**src/common/vsdm_pkg.sv**
```systemverilog
// Constants for the velocity select and dual mode block.
// Assumes a 10 MHz system clock and an APB register bus.
package vsdm_pkg;
  // Register offsets
  localparam logic [7:0] CTRL_OFS  = 8'h00;
  localparam logic [7:0] RAMP_OFS  = 8'h04;
  localparam logic [7:0] ROT12_OFS = 8'h08;
  localparam logic [7:0] ROT3_OFS  = 8'h0c;
  localparam logic [7:0] LIN12_OFS = 8'h10;
  localparam logic [7:0] LIN3_OFS  = 8'h14;
  localparam logic [7:0] STAT_OFS  = 8'h18;
  // Field positions
  localparam int METHOD_LSB = 0;
  localparam int USAGE_LSB  = 4;
  localparam int LINEAR_BIT = 8;
  localparam int APPLY_BIT  = 9;
  localparam int HI_LSB     = 16;
  localparam int MODE_LSB   = 4;
  localparam int SWITCH_BIT = 7;
  // Reset values
  localparam logic [3:0]  METHOD_RST = 4'h3;
  localparam logic [3:0]  USAGE_RST  = 4'h0;
  localparam logic [15:0] ROT_V1_RST = 16'h0064;
  localparam logic [15:0] ROT_V2_RST = 16'h00c8;
  localparam logic [15:0] ROT_V3_RST = 16'h012c;
  localparam logic [15:0] LIN_V1_RST = 16'h000a;
  localparam logic [15:0] LIN_V2_RST = 16'h0014;
  localparam logic [15:0] LIN_V3_RST = 16'h001e;
  localparam logic [15:0] RAMP_RST   = 16'h0000;
  // Control method codes
  localparam logic [3:0] METH_VEL   = 4'h0;
  localparam logic [3:0] METH_POS   = 4'h1;
  localparam logic [3:0] METH_TRQ   = 4'h2;
  localparam logic [3:0] METH_IVEL  = 4'h3;
  localparam logic [3:0] METH_IV_P  = 4'h4;
  localparam logic [3:0] METH_IV_V  = 4'h5;
  localparam logic [3:0] METH_IV_T  = 4'h6;
  localparam logic [3:0] METH_P_V   = 4'h7;
  localparam logic [3:0] METH_P_T   = 4'h8;
  localparam logic [3:0] METH_T_V   = 4'h9;
  localparam logic [3:0] METH_IPOS  = 4'ha;
  localparam logic [3:0] METH_IP_P  = 4'hb;
  localparam logic [3:0] METH_IP_V  = 4'hc;
  localparam logic [3:0] METH_IP_T  = 4'hd;
  localparam logic [3:0] METH_IV_IP = 4'he;
  localparam logic [3:0] USAGE_SEL  = 4'h0;
  // Timing: ramp times count in ms over a full scale of velocity units
  localparam int CLK_PERIOD_NS  = 100;
  localparam int MS_NS          = 1000000;
  localparam int VEL_FULL_SCALE = 10000;
  typedef enum logic [2:0] {MODE_POS, MODE_VEL, MODE_TRQ, MODE_IPOS, MODE_IVEL} vsdm_mode_t;
endpackage

```
**src/rtl/vsdm_velocity_select.sv**
```systemverilog
// Set-point and control mode selection for a servo drive.
// Assumes digital inputs from an external controller on pins and APB set-up.
// Notes on behaviour
// - Both select inputs off in internal velocity mode: zero velocity, stopped.
// - A off, B on: run at set velocity 1, rotary or linear.
// - A and B on: run at set velocity 2, rotary or linear.
// - A on, B off: run at set velocity 3, rotary or linear.
// - Direction input off gives forward, on gives reverse.
// - Velocity changes ramp with acceleration or deceleration time.
// - Five single modes plus dual modes pairing two of them.
// - Mode switch off selects first mode, on selects second.
// - Codes 4 to 9 decode to their listed mode pairs.
// - Codes B to E decode to their listed mode pairs.
// - Codes 4,5,6,E with usage 0: select inputs force internal velocity.
// - Entry into internal velocity mode accepted at any time.
// - Select input changes act within 2 ms.
// - Leaving internal velocity for position: decelerate to stop first.
// - Position pulses ignored until position mode is reached.
// - Positioning complete output only once in position mode.
// - New control method takes effect only at next power-up; here at an APB restart request, which applies the method pending before it; reset loads code 3.
// - Ramp times in 1 ms steps, 0 to 65535, effective at once.
//
// Decided for this implementation: the APB interface to the registers and the register offsets.
module vsdm_velocity_select
  import vsdm_pkg::*;
#(
  parameter int CYC_PER_MS = MS_NS / CLK_PERIOD_NS
) (
  // Clock and reset
  input  wire logic               clk_sys,
  input  wire logic               nrst,
  // APB slave
  input  wire logic [7:0]         paddr,
  input  wire logic               psel,
  input  wire logic               penable,
  input  wire logic               pwrite,
  input  wire logic [31:0]        pwdata,
  output logic      [31:0]        prdata,
  output logic                    pready,
  output logic                    pslverr,
  // Controller pins
  input  wire logic               velocitySelectA,
  input  wire logic               velocitySelectB,
  input  wire logic               directionSelect,
  input  wire logic               modeSwitch,
  input  wire logic               posPulseIn,
  // Position loop
  input  wire logic               posSettled,
  // Drive outputs
  output vsdm_mode_t              activeMode,
  output logic signed [15:0]      velCommand,
  output logic                    posPulseOut,
  output logic                    inPositionOutput
);
  localparam int TICK_RAW = CYC_PER_MS / VEL_FULL_SCALE;
  localparam logic [15:0] TICK_LAST = 16'((TICK_RAW < 1) ? 0 : TICK_RAW - 1);

  // Pin synchronisers
  logic [4:0] pinMeta_reg;
  logic [4:0] pinSync_reg;
  always_ff @(posedge clk_sys or negedge nrst) begin
    if (!nrst) begin
      pinMeta_reg <= 5'h00;
      pinSync_reg <= 5'h00;
    end else begin
      pinMeta_reg <= {posPulseIn, modeSwitch, directionSelect, velocitySelectB, velocitySelectA};
      pinSync_reg <= pinMeta_reg;
    end
  end
  wire selA   = pinSync_reg[0];
  wire selB   = pinSync_reg[1];
  wire selDir = pinSync_reg[2];
  wire selC   = pinSync_reg[3];
  wire selP   = pinSync_reg[4];

  // APB decode
  wire wrEn   = psel & penable & pwrite;
  wire hitCtl = paddr == CTRL_OFS;
  wire hitRmp = paddr == RAMP_OFS;
  wire hitR12 = paddr == ROT12_OFS;
  wire hitR3  = paddr == ROT3_OFS;
  wire hitL12 = paddr == LIN12_OFS;
  wire hitL3  = paddr == LIN3_OFS;
  wire hitSt  = paddr == STAT_OFS;
  wire hitAny = hitCtl | hitRmp | hitR12 | hitR3 | hitL12 | hitL3 | hitSt;
  wire applyReq = wrEn & hitCtl & pwdata[APPLY_BIT];
  assign pready  = 1'b1;
  assign pslverr = psel & penable & ~hitAny;

  logic [3:0]  methodPend_reg, usagePend_reg, activeMethod_reg, activeUsage_reg;
  logic        linear_reg;
  logic [15:0] rampUp_reg, rampDown_reg;
  logic [15:0] rotV1_reg, rotV2_reg, rotV3_reg, linV1_reg, linV2_reg, linV3_reg;
  always_ff @(posedge clk_sys or negedge nrst) begin
    if (!nrst) begin
      methodPend_reg <= METHOD_RST;
      usagePend_reg  <= USAGE_RST;
      linear_reg     <= 1'b0;
      rampUp_reg     <= RAMP_RST;
      rampDown_reg   <= RAMP_RST;
      rotV1_reg      <= ROT_V1_RST;
      rotV2_reg      <= ROT_V2_RST;
      rotV3_reg      <= ROT_V3_RST;
      linV1_reg      <= LIN_V1_RST;
      linV2_reg      <= LIN_V2_RST;
      linV3_reg      <= LIN_V3_RST;
    end else if (wrEn) begin
      if (hitCtl) begin
        methodPend_reg <= pwdata[METHOD_LSB +: 4];
        usagePend_reg  <= pwdata[USAGE_LSB +: 4];
        linear_reg     <= pwdata[LINEAR_BIT];
      end
      if (hitRmp) begin
        rampUp_reg   <= pwdata[15:0];
        rampDown_reg <= pwdata[HI_LSB +: 16];
      end
      if (hitR12) begin
        rotV1_reg <= pwdata[15:0];
        rotV2_reg <= pwdata[HI_LSB +: 16];
      end
      if (hitR3) rotV3_reg <= pwdata[15:0];
      if (hitL12) begin
        linV1_reg <= pwdata[15:0];
        linV2_reg <= pwdata[HI_LSB +: 16];
      end
      if (hitL3) linV3_reg <= pwdata[15:0];
    end
  end

  // Method in force changes only at reset or at a restart request
  always_ff @(posedge clk_sys or negedge nrst) begin
    if (!nrst) begin
      activeMethod_reg <= METHOD_RST;
      activeUsage_reg  <= USAGE_RST;
    end else if (applyReq) begin
      activeMethod_reg <= methodPend_reg;
      activeUsage_reg  <= usagePend_reg;
    end
  end

  // Method decode
  vsdm_mode_t firstMode, secondMode;
  logic       isDual, ivPairMethod;
  always_comb begin
    firstMode    = MODE_VEL;
    secondMode   = MODE_VEL;
    isDual       = 1'b1;
    ivPairMethod = 1'b0;
    unique case (activeMethod_reg)
      METH_VEL:   isDual = 1'b0;
      METH_POS:   begin firstMode = MODE_POS;  isDual = 1'b0; end
      METH_TRQ:   begin firstMode = MODE_TRQ;  isDual = 1'b0; end
      METH_IVEL:  begin firstMode = MODE_IVEL; isDual = 1'b0; end
      METH_IPOS:  begin firstMode = MODE_IPOS; isDual = 1'b0; end
      METH_IV_P:  begin firstMode = MODE_IVEL; secondMode = MODE_POS; ivPairMethod = 1'b1; end
      METH_IV_V:  begin firstMode = MODE_IVEL; ivPairMethod = 1'b1; end
      METH_IV_T:  begin firstMode = MODE_IVEL; secondMode = MODE_TRQ; ivPairMethod = 1'b1; end
      METH_P_V:   firstMode = MODE_POS;
      METH_P_T:   begin firstMode = MODE_POS; secondMode = MODE_TRQ; end
      METH_T_V:   firstMode = MODE_TRQ;
      METH_IP_P:  begin firstMode = MODE_IPOS; secondMode = MODE_POS; end
      METH_IP_V:  firstMode = MODE_IPOS;
      METH_IP_T:  begin firstMode = MODE_IPOS; secondMode = MODE_TRQ; end
      METH_IV_IP: begin firstMode = MODE_IVEL; secondMode = MODE_IPOS; ivPairMethod = 1'b1; end
      default:    isDual = 1'b0;
    endcase
  end

  // Target mode from the switch and select inputs
  wire ivForce = ivPairMethod & (activeUsage_reg == USAGE_SEL);
  wire selAny  = selA | selB;
  vsdm_mode_t targetMode;
  assign targetMode = ivForce ? (selAny ? MODE_IVEL : secondMode) :
                      isDual ? (selC ? secondMode : firstMode) : firstMode;

  // Set velocity selection
  wire [15:0] set1 = linear_reg ? linV1_reg : rotV1_reg;
  wire [15:0] set2 = linear_reg ? linV2_reg : rotV2_reg;
  wire [15:0] set3 = linear_reg ? linV3_reg : rotV3_reg;
  wire [15:0] selMag = !selAny ? 16'h0000 :
                       (selA & selB) ? set2 : selA ? set3 : set1;
  wire signed [15:0] magS = $signed({1'b0, selMag[14:0]});
  vsdm_mode_t activeMode_reg;
  wire ivRun = (activeMode_reg == MODE_IVEL) & (targetMode == MODE_IVEL);
  wire signed [15:0] targetVel = !ivRun ? 16'sh0000 : selDir ? -magS : magS;

  // Ramp generator
  logic signed [15:0] velCommand_reg;
  logic [15:0]        stepCnt_reg, tickCnt_reg;
  wire velPos   = velCommand_reg > 16'sh0000;
  wire velNeg   = velCommand_reg < 16'sh0000;
  wire decel    = (velPos & (targetVel < velCommand_reg)) |
                  (velNeg & (targetVel > velCommand_reg));
  wire [15:0] rampTime = decel ? rampDown_reg : rampUp_reg;
  wire tick     = tickCnt_reg == TICK_LAST;
  wire atTarget = velCommand_reg == targetVel;
  wire jump     = rampTime == 16'h0000;
  wire stepDue  = tick & (({1'b0, stepCnt_reg} + 17'h00001) >= {1'b0, rampTime});
  wire signed [15:0] velNext = jump ? targetVel :
                               (!stepDue | atTarget) ? velCommand_reg :
                               (targetVel > velCommand_reg) ? velCommand_reg + 16'sh0001 :
                               velCommand_reg - 16'sh0001;
  wire [15:0] stepNext = (atTarget | jump | stepDue) ? 16'h0000 :
                         tick ? stepCnt_reg + 16'h0001 : stepCnt_reg;

  // Leaving internal velocity waits for standstill; entry is immediate
  wire switching = (activeMode_reg == MODE_IVEL) & (targetMode != MODE_IVEL) &
                   (velCommand_reg != 16'sh0000);
  always_ff @(posedge clk_sys or negedge nrst) begin
    if (!nrst) begin
      tickCnt_reg    <= 16'h0000;
      stepCnt_reg    <= 16'h0000;
      velCommand_reg <= 16'sh0000;
      activeMode_reg <= MODE_VEL;
    end else begin
      tickCnt_reg    <= tick ? 16'h0000 : tickCnt_reg + 16'h0001;
      stepCnt_reg    <= stepNext;
      velCommand_reg <= velNext;
      if (!switching) activeMode_reg <= targetMode;
    end
  end

  // Pulse gate and completion output only in position mode
  logic posPulse_reg, inPos_reg;
  wire inPosMode = activeMode_reg == MODE_POS;
  always_ff @(posedge clk_sys or negedge nrst) begin
    if (!nrst) begin
      posPulse_reg <= 1'b0;
      inPos_reg    <= 1'b0;
    end else begin
      posPulse_reg <= selP & inPosMode;
      inPos_reg    <= posSettled & inPosMode;
    end
  end

  // Read data captured in the setup phase; zero wait states
  wire [31:0] rdMux =
    hitCtl ? {23'h0, linear_reg, usagePend_reg, methodPend_reg} :
    hitRmp ? {rampDown_reg, rampUp_reg} :
    hitR12 ? {rotV2_reg, rotV1_reg} :
    hitR3  ? {16'h0, rotV3_reg} :
    hitL12 ? {linV2_reg, linV1_reg} :
    hitL3  ? {16'h0, linV3_reg} :
    hitSt  ? {velCommand_reg, 8'h0, switching, activeMode_reg, activeMethod_reg} :
    32'h0;
  logic [31:0] prdata_reg;
  always_ff @(posedge clk_sys or negedge nrst) begin
    if (!nrst) prdata_reg <= 32'h0;
    else if (psel & ~penable) prdata_reg <= rdMux;
  end

  assign prdata           = prdata_reg;
  assign activeMode       = activeMode_reg;
  assign velCommand       = velCommand_reg;
  assign posPulseOut      = posPulse_reg;
  assign inPositionOutput = inPos_reg;
endmodule // vsdm_velocity_select

```
**config.mk**
```make
export PLATFORM = sky130hd
export DESIGN_NAME = vsdm_velocity_select
export DESIGN_NICKNAME = d
export VERILOG_FILES = /design/src/common/vsdm_pkg.sv /design/src/rtl/vsdm_velocity_select.sv
export SDC_FILE = /design/constraint.sdc
export NUM_CORES = 1
export LEC_CHECK = 0
export ABC_AREA = 1
export BUFFER_PORTS_ARGS = -buffer_cell sky130_fd_sc_hd__buf_2
export CAP_MARGIN = 25
export CORE_MARGIN = 1.5
export CORE_UTILIZATION = 55
export CTS_CLUSTER_SIZE = 14
export DETAILED_ROUTE_END_ITERATION = 8
export PLACE_DENSITY = 0.78
export SKIP_LAST_GASP = 1
export SLEW_MARGIN = 10
export SYNTH_ARGS = -nofsm -noshare
export SYNTH_HDL_FRONTEND = slang
export SYNTH_SLANG_ARGS = --single-unit
export TNS_END_PERCENT = 100
```
**constraint.sdc**
```tcl
create_clock -name clk_sys -period 6.1 [get_ports clk_sys]
set_input_delay 0.61 -clock clk_sys [delete_from_list [all_inputs] [get_ports clk_sys]]
set_output_delay 0.61 -clock clk_sys [all_outputs]
set_load 0.02 [all_outputs]
```
Word level (Yosys, flattened, before mapping)
Cells that the tools add are included.
{"block": "totals", "latch_bits": 0, "input_bits": 51, "ramBits": 0, "rom_bits": 0, "mem_count": 0, "register_bits": 240, "wordCells": 139, "output_inout_bits": 55}
{"block": "classes", "n_reduce_logical": 22, "mux": 30, "div": 0, "shift": 0, "n_addsub": 6, "n_eq_ne": 25, "n_bitwise": 29, "magnitude_cmp": 5, "mul": 0}
{"operator": "$mux W32", "count": 7}
{"operator": "$mux W16", "count": 9}
{"operator": "$mux W15", "count": 6}
{"operator": "$add A16 B1 Y16 const B", "count": 2}
{"operator": "$logic_not A16 Y1", "count": 2}
{"operator": "$eq A4 B4 Y1 const B", "count": 7}
{"operator": "$eq A8 B5 Y1 const B", "count": 3}
{"operator": "$add A16 B1 Y17 const B", "count": 1}
{"operator": "$ge A17 B16 Y1", "count": 1}
{"operator": "$add A16 B2 Y16 const B", "count": 1}
{"operator": "$and A1 B1 Y1", "count": 16}
{"operator": "$eq A16 B16 Y1", "count": 1}
{"operator": "$eq A4 B3 Y1 const B", "count": 4}
{"operator": "$eq A8 B4 Y1 const B", "count": 2}
{"operator": "$gt A16 B1 Y1 const B", "count": 1}
{"operator": "$gt A16 B16 Y1", "count": 1}
{"operator": "$lt A16 B1 Y1 const B", "count": 1}
{"operator": "$lt A16 B16 Y1", "count": 1}
{"operator": "$neg A15 Y16", "count": 1}
{"operator": "$reduce_bool A16 Y1", "count": 1}
{"operator": "$sub A16 B2 Y16 const B", "count": 1}
{"operator": "$mux W3", "count": 4}
{"operator": "$pmux W3 S4", "count": 1}
{"operator": "$reduce_and A2 Y1", "count": 6}
{"operator": "other kinds (20)", "count": 37}

Logic depth before layout (Yosys ltp)
Gate-level depths: netlist of the first run.
{"block": "logic_depth", "ltp_word": 19, "ltp_mapped": 51, "mapped_depth_nobuf": 49}

Worst setup path before layout of the first run
Ideal clock, no wire load.
{"block": "synth_path", "kind": "reg2reg", "from": "reg linear_reg", "to": "reg stepCnt_reg[9]", "setup_slack_ps": 54, "setup_time_ps": 76, "stages_incl_launch_ff": 43, "t_arrival_ps": 5970, "path_buffers": 4, "cell_sequence": "dfrtp_1 > buf_4 > inv_2 > clkbuf_1 > o21ai_0 > o211ai_1 > nand2_1 > ha_1 > nand3_1 > o21ai_1 > nand2_1 > a21oi_1 > or2_2 > and2_1 > ha_1 > nand2_1 > nor2_1 > nand2_1 > [7 not listed] > nand3_1 > nand2_1 > inv_1 > ha_1 > a21oi_1 > nor2_1 > o21ai_0 > nand4_1 > nand2_1 > nand3_1 > nand2_1 > nand2_1 > nand2_1 > nand4_1 > nor3_1 > nand2_1 > buf_4 > o21ai_1"}
{"block": "synth_between", "elab_chain_cells": 15}
{"element": "start, declared", "line": "vsdm_velocity_select.sv:91", "source": "logic linear_reg;"}
{"element": "start signal, assigned", "line": "vsdm_velocity_select.sv:111", "source": "linear_reg <= pwdata[LINEAR_BIT];"}
{"element": "$mux W15 (on tied branches)", "line": "vsdm_velocity_select.sv:177, vsdm_velocity_select.sv:179"}
{"element": "$mux W15", "line": "vsdm_velocity_select.sv:181", "source": "(selA & selB) ? set2 : selA ? set3 : set1;"}
{"element": "$mux W15 (*)", "line": "vsdm_velocity_select.sv:181"}
{"element": "$mux W15 (*)", "line": "vsdm_velocity_select.sv:180", "source": "wire [15:0] selMag = !selAny ? 16'h0000 :"}
{"element": "$neg A15 Y16", "line": "vsdm_velocity_select.sv:185", "source": "wire signed [15:0] targetVel = !ivRun ? 16'sh0000 : selDir ? -magS : magS;"}
{"element": "$mux W16 (*) (2 in a row)", "line": "vsdm_velocity_select.sv:185"}
{"element": "$lt A16 B16 Y1 / $gt A16 B16 Y1 (equally long branches)", "line": "vsdm_velocity_select.sv:192, vsdm_velocity_select.sv:193"}
{"element": "$and A1 B1 Y1 (on tied branches)", "line": "vsdm_velocity_select.sv:192, vsdm_velocity_select.sv:193"}
{"element": "$or A1 B1 Y1", "line": "vsdm_velocity_select.sv:192", "source": "wire decel = (velPos & (targetVel < velCommand_reg)) |"}
{"element": "$mux W16", "line": "vsdm_velocity_select.sv:194", "source": "wire [15:0] rampTime = decel ? rampDown_reg : rampUp_reg;"}
{"element": "$ge A17 B16 Y1 / $logic_not A16 Y1 (equally long branches)", "line": "vsdm_velocity_select.sv:198, vsdm_velocity_select.sv:197"}
{"element": "$and A1 B1 Y1 / $or A1 B1 Y1 (equally long branches)", "line": "vsdm_velocity_select.sv:198, vsdm_velocity_select.sv:203"}
{"element": "$or A1 B1 Y1 (*)", "line": "vsdm_velocity_select.sv:203", "source": "wire [15:0] stepNext = (atTarget | jump | stepDue) ? 16'h0000 :"}
{"element": "$mux W16 / $reduce_bool A2 Y1 (equally long branches)"}
{"element": "end signal, assigned", "line": "vsdm_velocity_select.sv:217", "source": "stepCnt_reg <= stepNext;"}
{"element": "end, declared", "line": "vsdm_velocity_select.sv:189", "source": "logic [15:0] stepCnt_reg, tickCnt_reg;"}
Mark *: on every way between the ends. The rest lies on a longest branch, timed or not.
A chain may end at the register's enable or synchronous reset.

Worst setup path after layout of the first run
{"block": "layout_path", "from": "reg linear_reg", "to": "reg stepCnt_reg[2]"}
Same word-level chain as after synthesis.

==> load_flow_metrics.sql, run 1 <==
INSERT INTO impl_metrics (metric_group, metric, value, unit) VALUES
('status', 'run_status', 'completed', ''),
('route', 'first_pass_iters', '6', ''),
('setup_path', 'crit-reg2reg-launch', 'linear_reg', ''),
('global_route', 'grt_busiest_layer', 'met2', ''),
('clocking', 'numCtsBuffers', '27', ''),
('route', 'detail_route.vias_per_cell', '5.83', ''),
('setup_path', 'rr_endpoint', 'stepCnt_reg[2]', ''),
('global_route', 'grt_pass1_vias', '12200', ''),
('place', 'total_of_buffers_placed_on_input_and_output_ports', '104', ''),
('global_route', 'first_pass_grt_wire_length', '63600', 'um'),
('layout', 'layout-drive-gt1-share', '16.8', '%'),
('sta', 'slew_headroom', '28.2', '%'),
('synth', 'syn_nets', '1899', ''),
('setup_path', 'crit_fanout', '16', ''),
('global_route', 'grt_use_met1', '42.9', '%'),
('synth', 'netlist_instances', '1796', ''),
('synth', 'synth.lib_cells_used.distinct', '50', ''),
('die', 'die_h', '160', 'um'),
('power', 'power_leakage', '0.00800', 'uW'),
('synth', 'syn-mean-instance-area', '7.59', 'um2'),
('setup_path', 'critical_path.startpoint_type', 'register', ''),
('sta', 'setup_viol', '0', ''),
('setup_path', 'cpPeakStageDelay', '0.47', 'ns'),
('layout', 'final_core_utilization', '66.7', '%'),
('setup_path', 'cp_slowest_cell', 'dfrtp_2', ''),
('clocking', 'cts_max_level', '1', ''),
('setup_path', 'cp.arrival', '6.32', 'ns'),
('layout', 'syn2layout_area_growth', '19.0', '%'),
('global_route', 'overflow', '0', ''),
('route', 'route.detailed.drc', '0', ''),
('global_route', 'grt_max_degree', '167', ''),
('route', 'drt_iter0_markers', '1553', ''),
('synth', 'ys_dominant_reg_cell', 'dfrtp_1', ''),
('sta', 'worst_pin_slew', '1.07', 'ns'),
('layout', 'antenna_cells', '0', ''),
('die', 'die_area', '25700', 'um2'),
('sta', 'post-route-min-period', '5.83', 'ns'),
('place', 'post_dp_cell_area', '14500', 'um2'),
('die', 'core_region_area', '24300', 'um2'),
('power', 'power_density_normalized_to_cell_area', '321', 'nW/um2'),
('flow_run', 'drv.max_cap_violation_count', '0', ''),
('die', 'boundaryPins', '106', ''),
('min_path', 'holdCritPathClass', 'in -> async', ''),
('synth', 'synth-seq-cells', '240', ''),
('clocking', 'clk_latency', '0.56', 'ns'),
('sta', 'final.setup_skew', '0.0136', 'ns'),
('global_route', 'grt_use_met3', '4.29', '%'),
('setup_path', 'timing_worst_setup_path_type', 'reg -> reg', ''),
('synth', 'synth-async-reset-ratio', '100', '%'),
('synth', 'synth_warnings', '0', ''),
('setup_path', 'ff2ff_path_depth', '46', ''),
('setup_path', 'required', '6.59', 'ns'),
('place', 'place.detailed.hpwl', '28300', 'um'),
('route', 'routed-via-count', '13200', ''),
('setup_path', 'worst_setup_path_end_kind', 'register', ''),
('clocking', 'clock_tree.root_cell', 'clkbuf_16', ''),
('setup_path', 'cpMostUsedCell', 'nand2_1', ''),
('sta', 'drv_slew', '0', ''),
('layout', 'largest_reg_flops', '32', ''),
('place', 'gpl.final_weighted_congestion', '0.991', ''),
('layout', 'layout_common_cells', 'nand2_1, o21ai_0, dfrtp_1', ''),
('sta', 'peak_clock_frequency_supported_by_timing', '0.172', 'GHz'),
('synth', 'synthesized_cell_area', '13600', 'um2'),
('layout', 'design_area_final', '16200', 'um2'),
('route', 'remaining_antenna_violation_count', '0', ''),
('global_route', 'track_usage', '30.9', '%'),
('synth', 'synth-edff-count', '0', ''),
('route', 'wl_per_cell', '18.0', 'um'),
('sta', 'finalCritPeriodShare', '95.6', '%'),
('die', 'chipWidth', '160', 'um'),
('global_route', 'grt_antenna_before_repair', '0', ''),
('route', 'drt-total-wl', '40800', 'um'),
('power', 'irDropWorstVdd', '251', 'uV'),
('clocking', 'clock_path_buffers', '3', ''),
('clocking', 'clk_transition_reported_paths', '0.06', 'ns'),
('synth', 'yosysSeqAreaShare', '44.3', '%'),
('die', 'fp-row-count', '57', ''),
('die', 'starting_density_of_the_core', '56.0', '%'),
('global_route', 'grtUsageMet2', '48.3', '%'),
('clocking', 'cts_sinks', '240', ''),
('setup_path', 'reg2reg_setup_slack', '0.27', 'ns'),
('sta', 'fin_setup_tns', '0', 'ns'),
('sta', 'finalHoldViolCount', '0', ''),
('clocking', 'tritoncts_clock_tree', 'yes', ''),
('layout', 'final_nets', '2020', ''),
('layout', 'most_common_cell_after_layout_fill_and_taps_aside', 'nand2_1', '');
==> layout make-up <==
cell class | instances | area, um2
Fill cell | 1993 | 8110
Multi-Input combinational cell | 1256 | 6720
Clock inverter | 17 | 270
Clock buffer | 33 | 738
Sequential cell | 240 | 6040
Timing Repair Buffer | 163 | 1170
Tap cell | 324 | 405
Inverter | 229 | 871
==> Yosys cell counts (4+ instances only) <==
library cell,number,area [um2]
xor2_1,29,254
o21ai_1,12,60.1
nand2_1,447,1680
ha_1,51,638
a221oi_1,21,184
buf_2,22,110
clkinv_1,4,15.0
nor2_1,118,443
o221ai_1,11,96.3
dfrtp_1,217,5430
inv_1,220,826
clkbuf_1,42,158
nor2_2,4,25.0
o21ai_0,266,1330
nand4_1,15,93.8
a21oi_1,81,405
inv_2,5,18.8
xnor2_1,10,87.6
buf_4,5,37.5
o211ai_1,10,75.1
dfstp_2,23,604
nor3_1,13,65.1
a211oi_1,6,45.0
nand3_1,120,601
==> routing by layer <==
metal / wire [um] / part of all wire (%) / vias to the layer above
li1: - / - / 6156
met1: 16700 / 41 / 6209
met2: 18200 / 45 / 703
met3: 3900 / 9.5 / 130
met4: 2000 / 4.9 / 0
met5: 0 / 0 / -
==> worst max-delay path, delay by kind of cell, from the launching register on <==
kind	cells	cell delay (ns)
AO/OA/AOI/OAI	7	1.07
buffers and inverters	9	1.00
adder cells (fa/ha/maj)	3	0.74
AND/OR/NAND/NOR	27	2.46
flip-flops	1	0.47
==> per-stage QoR <==
stage	hold WS (ns)	setup slack (ns)	cells	total power [uW]
after global routing	0.0642	-0.193	2262	5470
after detailed placement	0.335	-0.0434	2182	3190
final	0.00944	0.269	2262	5210
after floorplan	0.314	0.0535	1796	2800
after global placement	0.334	0.0729	2179	3170
after CTS	0.0393	0.0545	2232	5020
==> worst max-delay path by stage <==
| stage | from | endpoint | slack, ns | depth (start not counted) |
|---|---|---|---|---|
| after CTS | linear_reg | stepCnt_reg[3] | 0.05 | 43 |
| after global placement | activeMethod_reg[1] | stepCnt_reg[3] | 0.07 | 44 |
| after global routing | linear_reg | stepCnt_reg[2] | -0.19 | 43 |
| final | linear_reg | stepCnt_reg[2] | 0.27 | 46 |
| after detailed placement | activeMethod_reg[0] | stepCnt_reg[3] | -0.04 | 45 |
| after floorplan | linear_reg | stepCnt_reg[9] | 0.05 | 42 |
==> cell families (layout without fill, tap and decap cells) <==
group | after synthesis | in the layout | synth area share [%]
DFF | 240 | 240 | 44.3
other | 1 | 1 | 0.0275
AOI/OAI and AO/OA | 426 | 426 | 17.2
adders and majority gates | 52 | 52 | 4.83
xor gates and xnor gates | 39 | 39 | 2.51
buffers and inverters | 303 | 442 | 8.80
and+or+nand+nor | 735 | 738 | 22.3
==> repair_timing <==
item,in CTS,in global routing
gates cloned,0,6
pin swaps,0,32
hold buffers,0,0
endpoints found under the setup margin,20,32
resized for setup,3,116
setup buffers,0,21
==> power breakdown <==
group,leakage [uW],internal (uW),switching [uW]
logic,0.00433,600,1080
registers,0.00319,1640,53.9
clock network,0.000492,1120,705
No activity file was read; power rests on OpenSTA's default activity.
==> run 2, diff against run 1 <==
==> constraint.sdc (replaced) <==
create_clock -name clk_sys -period 6.1 [get_ports clk_sys]
set_input_delay 1.525 -clock clk_sys [delete_from_list [all_inputs] [get_ports clk_sys]]
set_output_delay 1.525 -clock clk_sys [all_outputs]
set_load 0.02 [all_outputs]
==> run 2 against run 1 <==
  * Worst hold slack gained 0.34 ns
  * Count of clock-buffer cells in the layout grew 7
  * Sequential share of layout area grew 0.43 points
  * Combinational power is essentially flat
  * Critical path depth shrank 1
  * Register-to-register slack lost 0.12 ns
  * Critical path type unchanged
  * Highest routed layer unchanged
==> load_flow_metrics.sql, run 2 (synthesized netlist as in run 1, its figures left out) <==
INSERT INTO impl_metrics (metric_group, metric, value, unit) VALUES
('place', 'post_dp_cell_area', '14600', 'um2'),
('sta', 'fin_setup_tns', '0', 'ns'),
('min_path', 'holdCritPathClass', 'reg -> reg', ''),
('global_route', 'track_usage', '30.9', '%'),
('route', 'routed-via-count', '13100', ''),
('sta', 'slew_headroom', '38.5', '%'),
('setup_path', 'crit_buf_inv', '8', ''),
('die', 'die_area', '25700', 'um2'),
('clocking', 'cts_sinks', '240', ''),
('layout', 'layout-drive-gt1-share', '16.0', '%'),
('sta', 'final.setup.worst_slack', '0.154', 'ns'),
('die', 'starting_density_of_the_core', '56.0', '%'),
('sta', 'drv_slew', '0', ''),
('die', 'core_region_area', '24300', 'um2'),
('clocking', 'holdBufCountCts', '0', ''),
('sta', 'grt_setup_unrepaired', 'true', ''),
('setup_path', 'rr_endpoint', 'stepCnt_reg[8]', ''),
('layout', 'design_area_final', '16000', 'um2'),
('setup_path', 'worst_setup_path_end_kind', 'register', ''),
('layout', 'final_nets', '2016', ''),
('setup_path', 'ff2ff_path_depth', '45', ''),
('global_route', 'first_pass_grt_wire_length', '63400', 'um'),
('die', 'chipWidth', '160', 'um'),
('layout', 'antenna_cells', '0', ''),
('min_path', 'worstHoldPathCells', '0', ''),
('route', 'detail_route.vias_per_cell', '5.79', ''),
('sta', 'peak_clock_frequency_supported_by_timing', '0.168', 'GHz'),
('die', 'fp-row-count', '57', ''),
('place', 'total_of_buffers_placed_on_input_and_output_ports', '104', ''),
('min_path', 'worstHoldEndpoint', 'pinSync_reg[1]', ''),
('clocking', 'numCtsBuffers', '26', ''),
('setup_path', 'required', '6.56', 'ns'),
('setup_path', 'reg2reg_setup_slack', '0.15', 'ns'),
('layout', 'layout_common_cells', 'nand2_1, o21ai_0, inv_1, dfrtp_1, nand3_1', ''),
('setup_path', 'cp_slowest_cell', 'dfrtp_2', ''),
('status', 'run_status', 'completed', ''),
('flow_run', 'drv.max_cap_violation_count', '0', ''),
('layout', 'most_common_cell_after_layout_fill_and_taps_aside', 'nand2_1', ''),
('global_route', 'grt_pass1_vias', '12200', ''),
('global_route', 'overflow', '0', ''),
('place', 'placedCellCount', '2185', ''),
('sta', 'finalCritPeriodShare', '97.5', '%'),
('clocking', 'clk_latency', '0.56', 'ns'),
('global_route', 'grt_antenna_before_repair', '0', ''),
('die', 'die_h', '160', 'um'),
('setup_path', 'path_delay_family', 'simple AND/OR/NAND/NOR gates', ''),
('setup_path', 'cp.arrival', '6.41', 'ns'),
('setup_path', 'timing_worst_setup_path_type', 'reg -> reg', ''),
('die', 'boundaryPins', '106', ''),
('sta', 'final.setup_skew', '0.0306', 'ns'),
('layout', 'filler_cell_count', '2069', ''),
('layout', 'largest_reg_flops', '32', ''),
('global_route', 'grt_max_degree', '133', ''),
('route', 'wl_per_cell', '18.0', 'um'),
('setup_path', 'cpMostUsedCell', 'nand2_1', ''),
('clocking', 'clock_tree.root_cell', 'clkbuf_16', ''),
('clocking', 'cts_max_level', '1', ''),
('setup_path', 'critical_path.startpoint_type', 'register', ''),
('sta', 'worst_pin_slew', '0.921', 'ns'),
('sta', 'setup_viol', '0', ''),
('layout', 'stdcell_count', '2257', ''),
('min_path', 'hold_path_startpoint', 'pinMeta_reg[1]', ''),
('sta', 'fin_hold_ws', '0.354', 'ns'),
('setup_path', 'crit-reg2reg-launch', 'linear_reg', ''),
('power', 'power_density_normalized_to_cell_area', '310', 'nW/um2'),
('place', 'gpl.final_weighted_congestion', '0.956', ''),
('route', 'route.detailed.drc', '0', ''),
('clocking', 'clock_path_buffers', '3', ''),
('place', 'place.detailed.hpwl', '28800', 'um'),
('route', 'first_pass_iters', '7', ''),
('sta', 'post-route-min-period', '5.95', 'ns'),
('setup_path', 'cpPeakStageDelay', '0.46', 'ns'),
('layout', 'syn2layout_area_growth', '17.6', '%'),
('power', 'irDropWorstVdd', '246', 'uV'),
('clocking', 'tritoncts_clock_tree', 'yes', ''),
('setup_path', 'crit_fanout', '8', ''),
('route', 'remaining_antenna_violation_count', '0', ''),
('place', 'detailedPlace.worstSlack', '0.0352', 'ns'),
('power', 'power_leakage', '0.00791', 'uW'),
('sta', 'finalHoldViolCount', '0', ''),
('clocking', 'clk_transition_reported_paths', '0.06', 'ns'),
('route', 'drt-total-wl', '40700', 'um'),
('route', 'drt_iter0_markers', '1312', '');
run 2: worst max-delay path by stage:
stage | end | cells past startpoint | startpoint | slack (ns)
6_report | stepCnt_reg[8] | 45 | linear_reg | 0.15
3_3_place_gp | stepCnt_reg[3] | 39 | linear_reg | 0.11
4_1_cts | stepCnt_reg[9] | 40 | linear_reg | 0.07
5_1_grt | stepCnt_reg[5] | 46 | linear_reg | -0.19
2_1_floorplan | stepCnt_reg[9] | 42 | linear_reg | 0.05
3_5_place_dp | stepCnt_reg[3] | 40 | linear_reg | 0.04
run 2: layout make-up:
type	instances	area [um2]	area share, %
sequential	240	6040	37.7
timing repair buffer	160	1130	7.08
multi-input combinational	1256	6710	41.9
tap	324	405	2.53
inverter	229	873	5.45
clock buffer	40	743	4.64
clock inverter	8	121	0.758
run 2: worst register-to-register path: cells and delay by family (launching register included):
kind / cells / cell delay [ns]
buf+inv: 8 / 0.72
simple gates: 28 / 2.84
flops: 1 / 0.46
fa+ha+maj: 3 / 0.67
compound gates: 6 / 1.12
run 2: report_power, final:
part | leakage, uW | switching, uW | internal, uW
sequential | 0.00319 | 55.7 | 1650
combinational | 0.00431 | 1100 | 583
clock | 0.000417 | 653 | 930
total | 0.00791 | 1800 | 3160
run 2: repair_timing:
action                     in CTS  in global routing
pin swaps                       0                 23
gates cloned                    0                  4
gates resized for setup         2                104
setup endpoints to repair      11                 32
setup buffers                   0                 17
run 2: per-layer routing:
layer	global-route usage, %	vias to the layer above	wire length, um
li1	-	6154	-
met1	43.3	6174	17200
met2	48.3	627	18300
met3	4.70	108	3480
met4	12.4	0	1710
met5	0	-	0
run 2: stage by stage:
| stage | total power [uW] | utilization [%] |
|---|---|---|
| after detailed placement | 3210 | 59.9 |
| after global placement | 3190 | 59.6 |
| after global routing | 5210 | 65.9 |
| after CTS | 4810 | 63.5 |
| after floorplan | 2800 | - |
| final | 4960 | 65.9 |
==> run 3, diff against run 2 <==
--- a/config.mk
+++ b/config.mk
@@ -12,7 +12,7 @@
 export CORE_UTILIZATION = 55
 export CTS_CLUSTER_SIZE = 14
 export DETAILED_ROUTE_END_ITERATION = 8
-export PLACE_DENSITY = 0.78
+export PLACE_DENSITY = 0.75
 export SKIP_LAST_GASP = 1
 export SLEW_MARGIN = 10
 export SYNTH_ARGS = -nofsm -noshare
==> constraint.sdc (replaced) <==
create_clock -name clk_sys -period 7.3 [get_ports clk_sys]
set_input_delay 1.825 -clock clk_sys [delete_from_list [all_inputs] [get_ports clk_sys]]
set_output_delay 1.825 -clock clk_sys [all_outputs]
set_load 0.02 [all_outputs]
==> run 3 against run 2 <==
  * Sequential cell count did not move
  * Worst hold slack worse by 0.0079 ns
  * Critical path type unchanged
  * Combinational power fell by 27%
  * Count of clock-buffer cells in the layout is 4 lower
  * Sequential power decreased by 16%
  * Utilization is 2.8 points lower
  * Largest power group unchanged
  * Final cell count shrank 1.6%
  * Clock power down 17%
  * Fmax down 11%
  * Clock skew decreased by 0.022 ns
==> load_flow_metrics.sql, run 3 (synthesized netlist as in run 1, its figures left out) <==
INSERT INTO impl_metrics (metric_group, metric, value, unit) VALUES
('sta', 'setup_viol', '0', ''),
('global_route', 'overflow', '0', ''),
('place', 'detailedPlace.worstSlack', '0.260', 'ns'),
('sta', 'final.setup_skew', '0.00899', 'ns'),
('route', 'detail_route.vias_per_cell', '5.72', ''),
('power', 'power_leakage', '0.00765', 'uW'),
('setup_path', 'worst_setup_path_end_kind', 'register', ''),
('setup_path', 'critical_path.startpoint_type', 'register', ''),
('setup_path', 'cp.arrival', '7.13', 'ns'),
('layout', 'final_nets', '1982', ''),
('die', 'fp-row-count', '57', ''),
('die', 'core_region_area', '24300', 'um2'),
('layout', 'most_common_cell_after_layout_fill_and_taps_aside', 'nand2_1', ''),
('layout', 'design_area_final', '15300', 'um2'),
('route', 'drt-total-wl', '39300', 'um'),
('sta', 'peak_clock_frequency_supported_by_timing', '0.150', 'GHz'),
('sta', 'final.setup.worst_slack', '0.634', 'ns'),
('place', 'gpl.final_weighted_congestion', '0.956', ''),
('sta', 'grt_setup_unrepaired', 'false', ''),
('route', 'wl_per_cell', '17.7', 'um'),
('global_route', 'grt_max_degree', '172', ''),
('sta', 'worst_pin_slew', '1.05', 'ns'),
('setup_path', 'timing_worst_setup_path_type', 'reg -> reg', ''),
('layout', 'layout_common_cells', 'nand2_1, o21ai_0, inv_1', ''),
('setup_path', 'cpMostUsedCell', 'nand2_1', ''),
('setup_path', 'crit_fanout', '22', ''),
('route', 'route.detailed.drc', '0', ''),
('global_route', 'first_pass_grt_wire_length', '64300', 'um'),
('clocking', 'clock_path_buffers', '3', ''),
('layout', 'antenna_cells', '0', ''),
('power', 'power_density_normalized_to_cell_area', '258', 'nW/um2'),
('layout', 'largest_reg_flops', '32', ''),
('clocking', 'cts_sinks', '240', ''),
('min_path', 'holdCritPathClass', 'reg -> reg', ''),
('die', 'boundaryPins', '106', ''),
('die', 'die_h', '160', 'um'),
('flow_run', 'drv.max_cap_violation_count', '0', ''),
('clocking', 'cts_max_level', '1', ''),
('place', 'total_of_buffers_placed_on_input_and_output_ports', '104', ''),
('place', 'place.detailed.hpwl', '28600', 'um'),
('layout', 'stdcell_count', '2222', ''),
('route', 'routed-via-count', '12700', ''),
('clocking', 'clk_transition_reported_paths', '0.06', 'ns'),
('layout', 'layout-drive-gt1-share', '11.7', '%'),
('layout', 'final_core_utilization', '63.1', '%'),
('place', 'post_dp_cell_area', '14400', 'um2'),
('clocking', 'tritoncts_clock_tree', 'yes', ''),
('global_route', 'grt_pass1_vias', '12100', ''),
('die', 'die_area', '25700', 'um2'),
('clocking', 'clock_tree.root_cell', 'clkbuf_16', ''),
('route', 'drt_iter0_markers', '1138', ''),
('sta', 'post-route-min-period', '6.67', 'ns'),
('clocking', 'clk_latency', '0.56', 'ns'),
('sta', 'fin_setup_tns', '0', 'ns'),
('die', 'starting_density_of_the_core', '56.0', '%'),
('layout', 'syn2layout_area_growth', '12.5', '%'),
('sta', 'finalCritPeriodShare', '91.3', '%'),
('setup_path', 'required', '7.77', 'ns'),
('die', 'chipWidth', '160', 'um'),
('power', 'irDropWorstVdd', '203', 'uV'),
('global_route', 'grt_antenna_before_repair', '0', ''),
('clocking', 'numCtsBuffers', '27', ''),
('setup_path', 'cpPeakStageDelay', '0.41', 'ns'),
('route', 'remaining_antenna_violation_count', '0', ''),
('sta', 'drv_slew', '0', ''),
('global_route', 'track_usage', '31.1', '%'),
('place', 'placedCellCount', '2165', ''),
('setup_path', 'cp_slowest_cell', 'dfrtp_1', ''),
('route', 'first_pass_iters', '7', ''),
('sta', 'finalHoldViolCount', '0', ''),
('sta', 'slew_headroom', '29.9', '%'),
('status', 'run_status', 'completed', '');
[run 3: cell types whose count changed in the layout (fill, tap and decap cells not counted), moves of 6 or more]
| cell | before | now |
|---|---|---|
| nand2_2 | 20 | 6 |
| clkbuf_1 | 10 | 4 |
| a21oi_1 | 70 | 81 |
| nor2_1 | 108 | 116 |
| o21ai_2 | 6 | 0 |
| nand2_1 | 430 | 443 |
| a21oi_2 | 11 | 0 |
| o21ai_0 | 255 | 266 |
| buf_4 | 38 | 19 |
[run 3: power by group]
| group | internal (uW) | switching, uW |
|---|---|---|
| Combinational | 390 | 832 |
| Clock | 738 | 572 |
| Sequential | 1370 | 42.7 |
[run 3: layout make-up]
| cell class | count | area (um2) |
|---|---|---|
| Clock buffer | 36 | 759 |
| Inverter | 229 | 867 |
| Multi-Input combinational cell | 1253 | 6420 |
| Fill cell | 2148 | 8980 |
| Sequential cell | 240 | 6030 |
| Timing Repair Buffer | 128 | 754 |
| Tap cell | 324 | 405 |
| Clock inverter | 12 | 96.3 |
[run 3: per-layer routing]
layer,vias to the layer above,wire (um),track usage (%)
li1,6085,-,-
met1,6047,17700,44.7
met2,502,17600,49.0
met3,76,2880,4.49
met4,0,1140,9.39
met5,-,0,0
[run 3: worst paths after layout]
kind / startpoint / to / slack [ns] / cells past startpoint
worst max-delay path: pinSync_reg[0] / stepCnt_reg[5] / 0.63 / 45
worst min-delay path: pinMeta_reg[3] / pinSync_reg[3] / 0.35 / 0
worst max register to register: pinSync_reg[0] / stepCnt_reg[5] / 0.63 / 45
worst min register to register: pinMeta_reg[3] / pinSync_reg[3] / 0.35 / 0
max in group asynchronous: nrst / rampDown_reg[8] / 4.76 / 2
min in group asynchronous: nrst / tickCnt_reg[12] / 1.21 / 1
[run 3: metrics by stage]
step	hold slack, ns	total power [uW]
floorplan	0.331	2340
global placement	0.332	2600
detailed placement	0.336	2610
CTS	0.349	3930
global route	0.358	4170
finish	0.346	3950
[run 3: critical path, delay by kind of cell (launching register included)]
kind,cells,cell delay (ns)
compound gates,8,1.13
fa+ha+maj,4,1.05
simple gates,26,2.89
buf+inv,7,1.05
flops,1,0.41
[run 3: timing repair]
item,4_1_cts,5_1_grt
hold endpoints to repair,0,0
buffers inserted,0,6
gates resized for setup,0,7
setup endpoints to repair,0,32
hold buffers,0,0
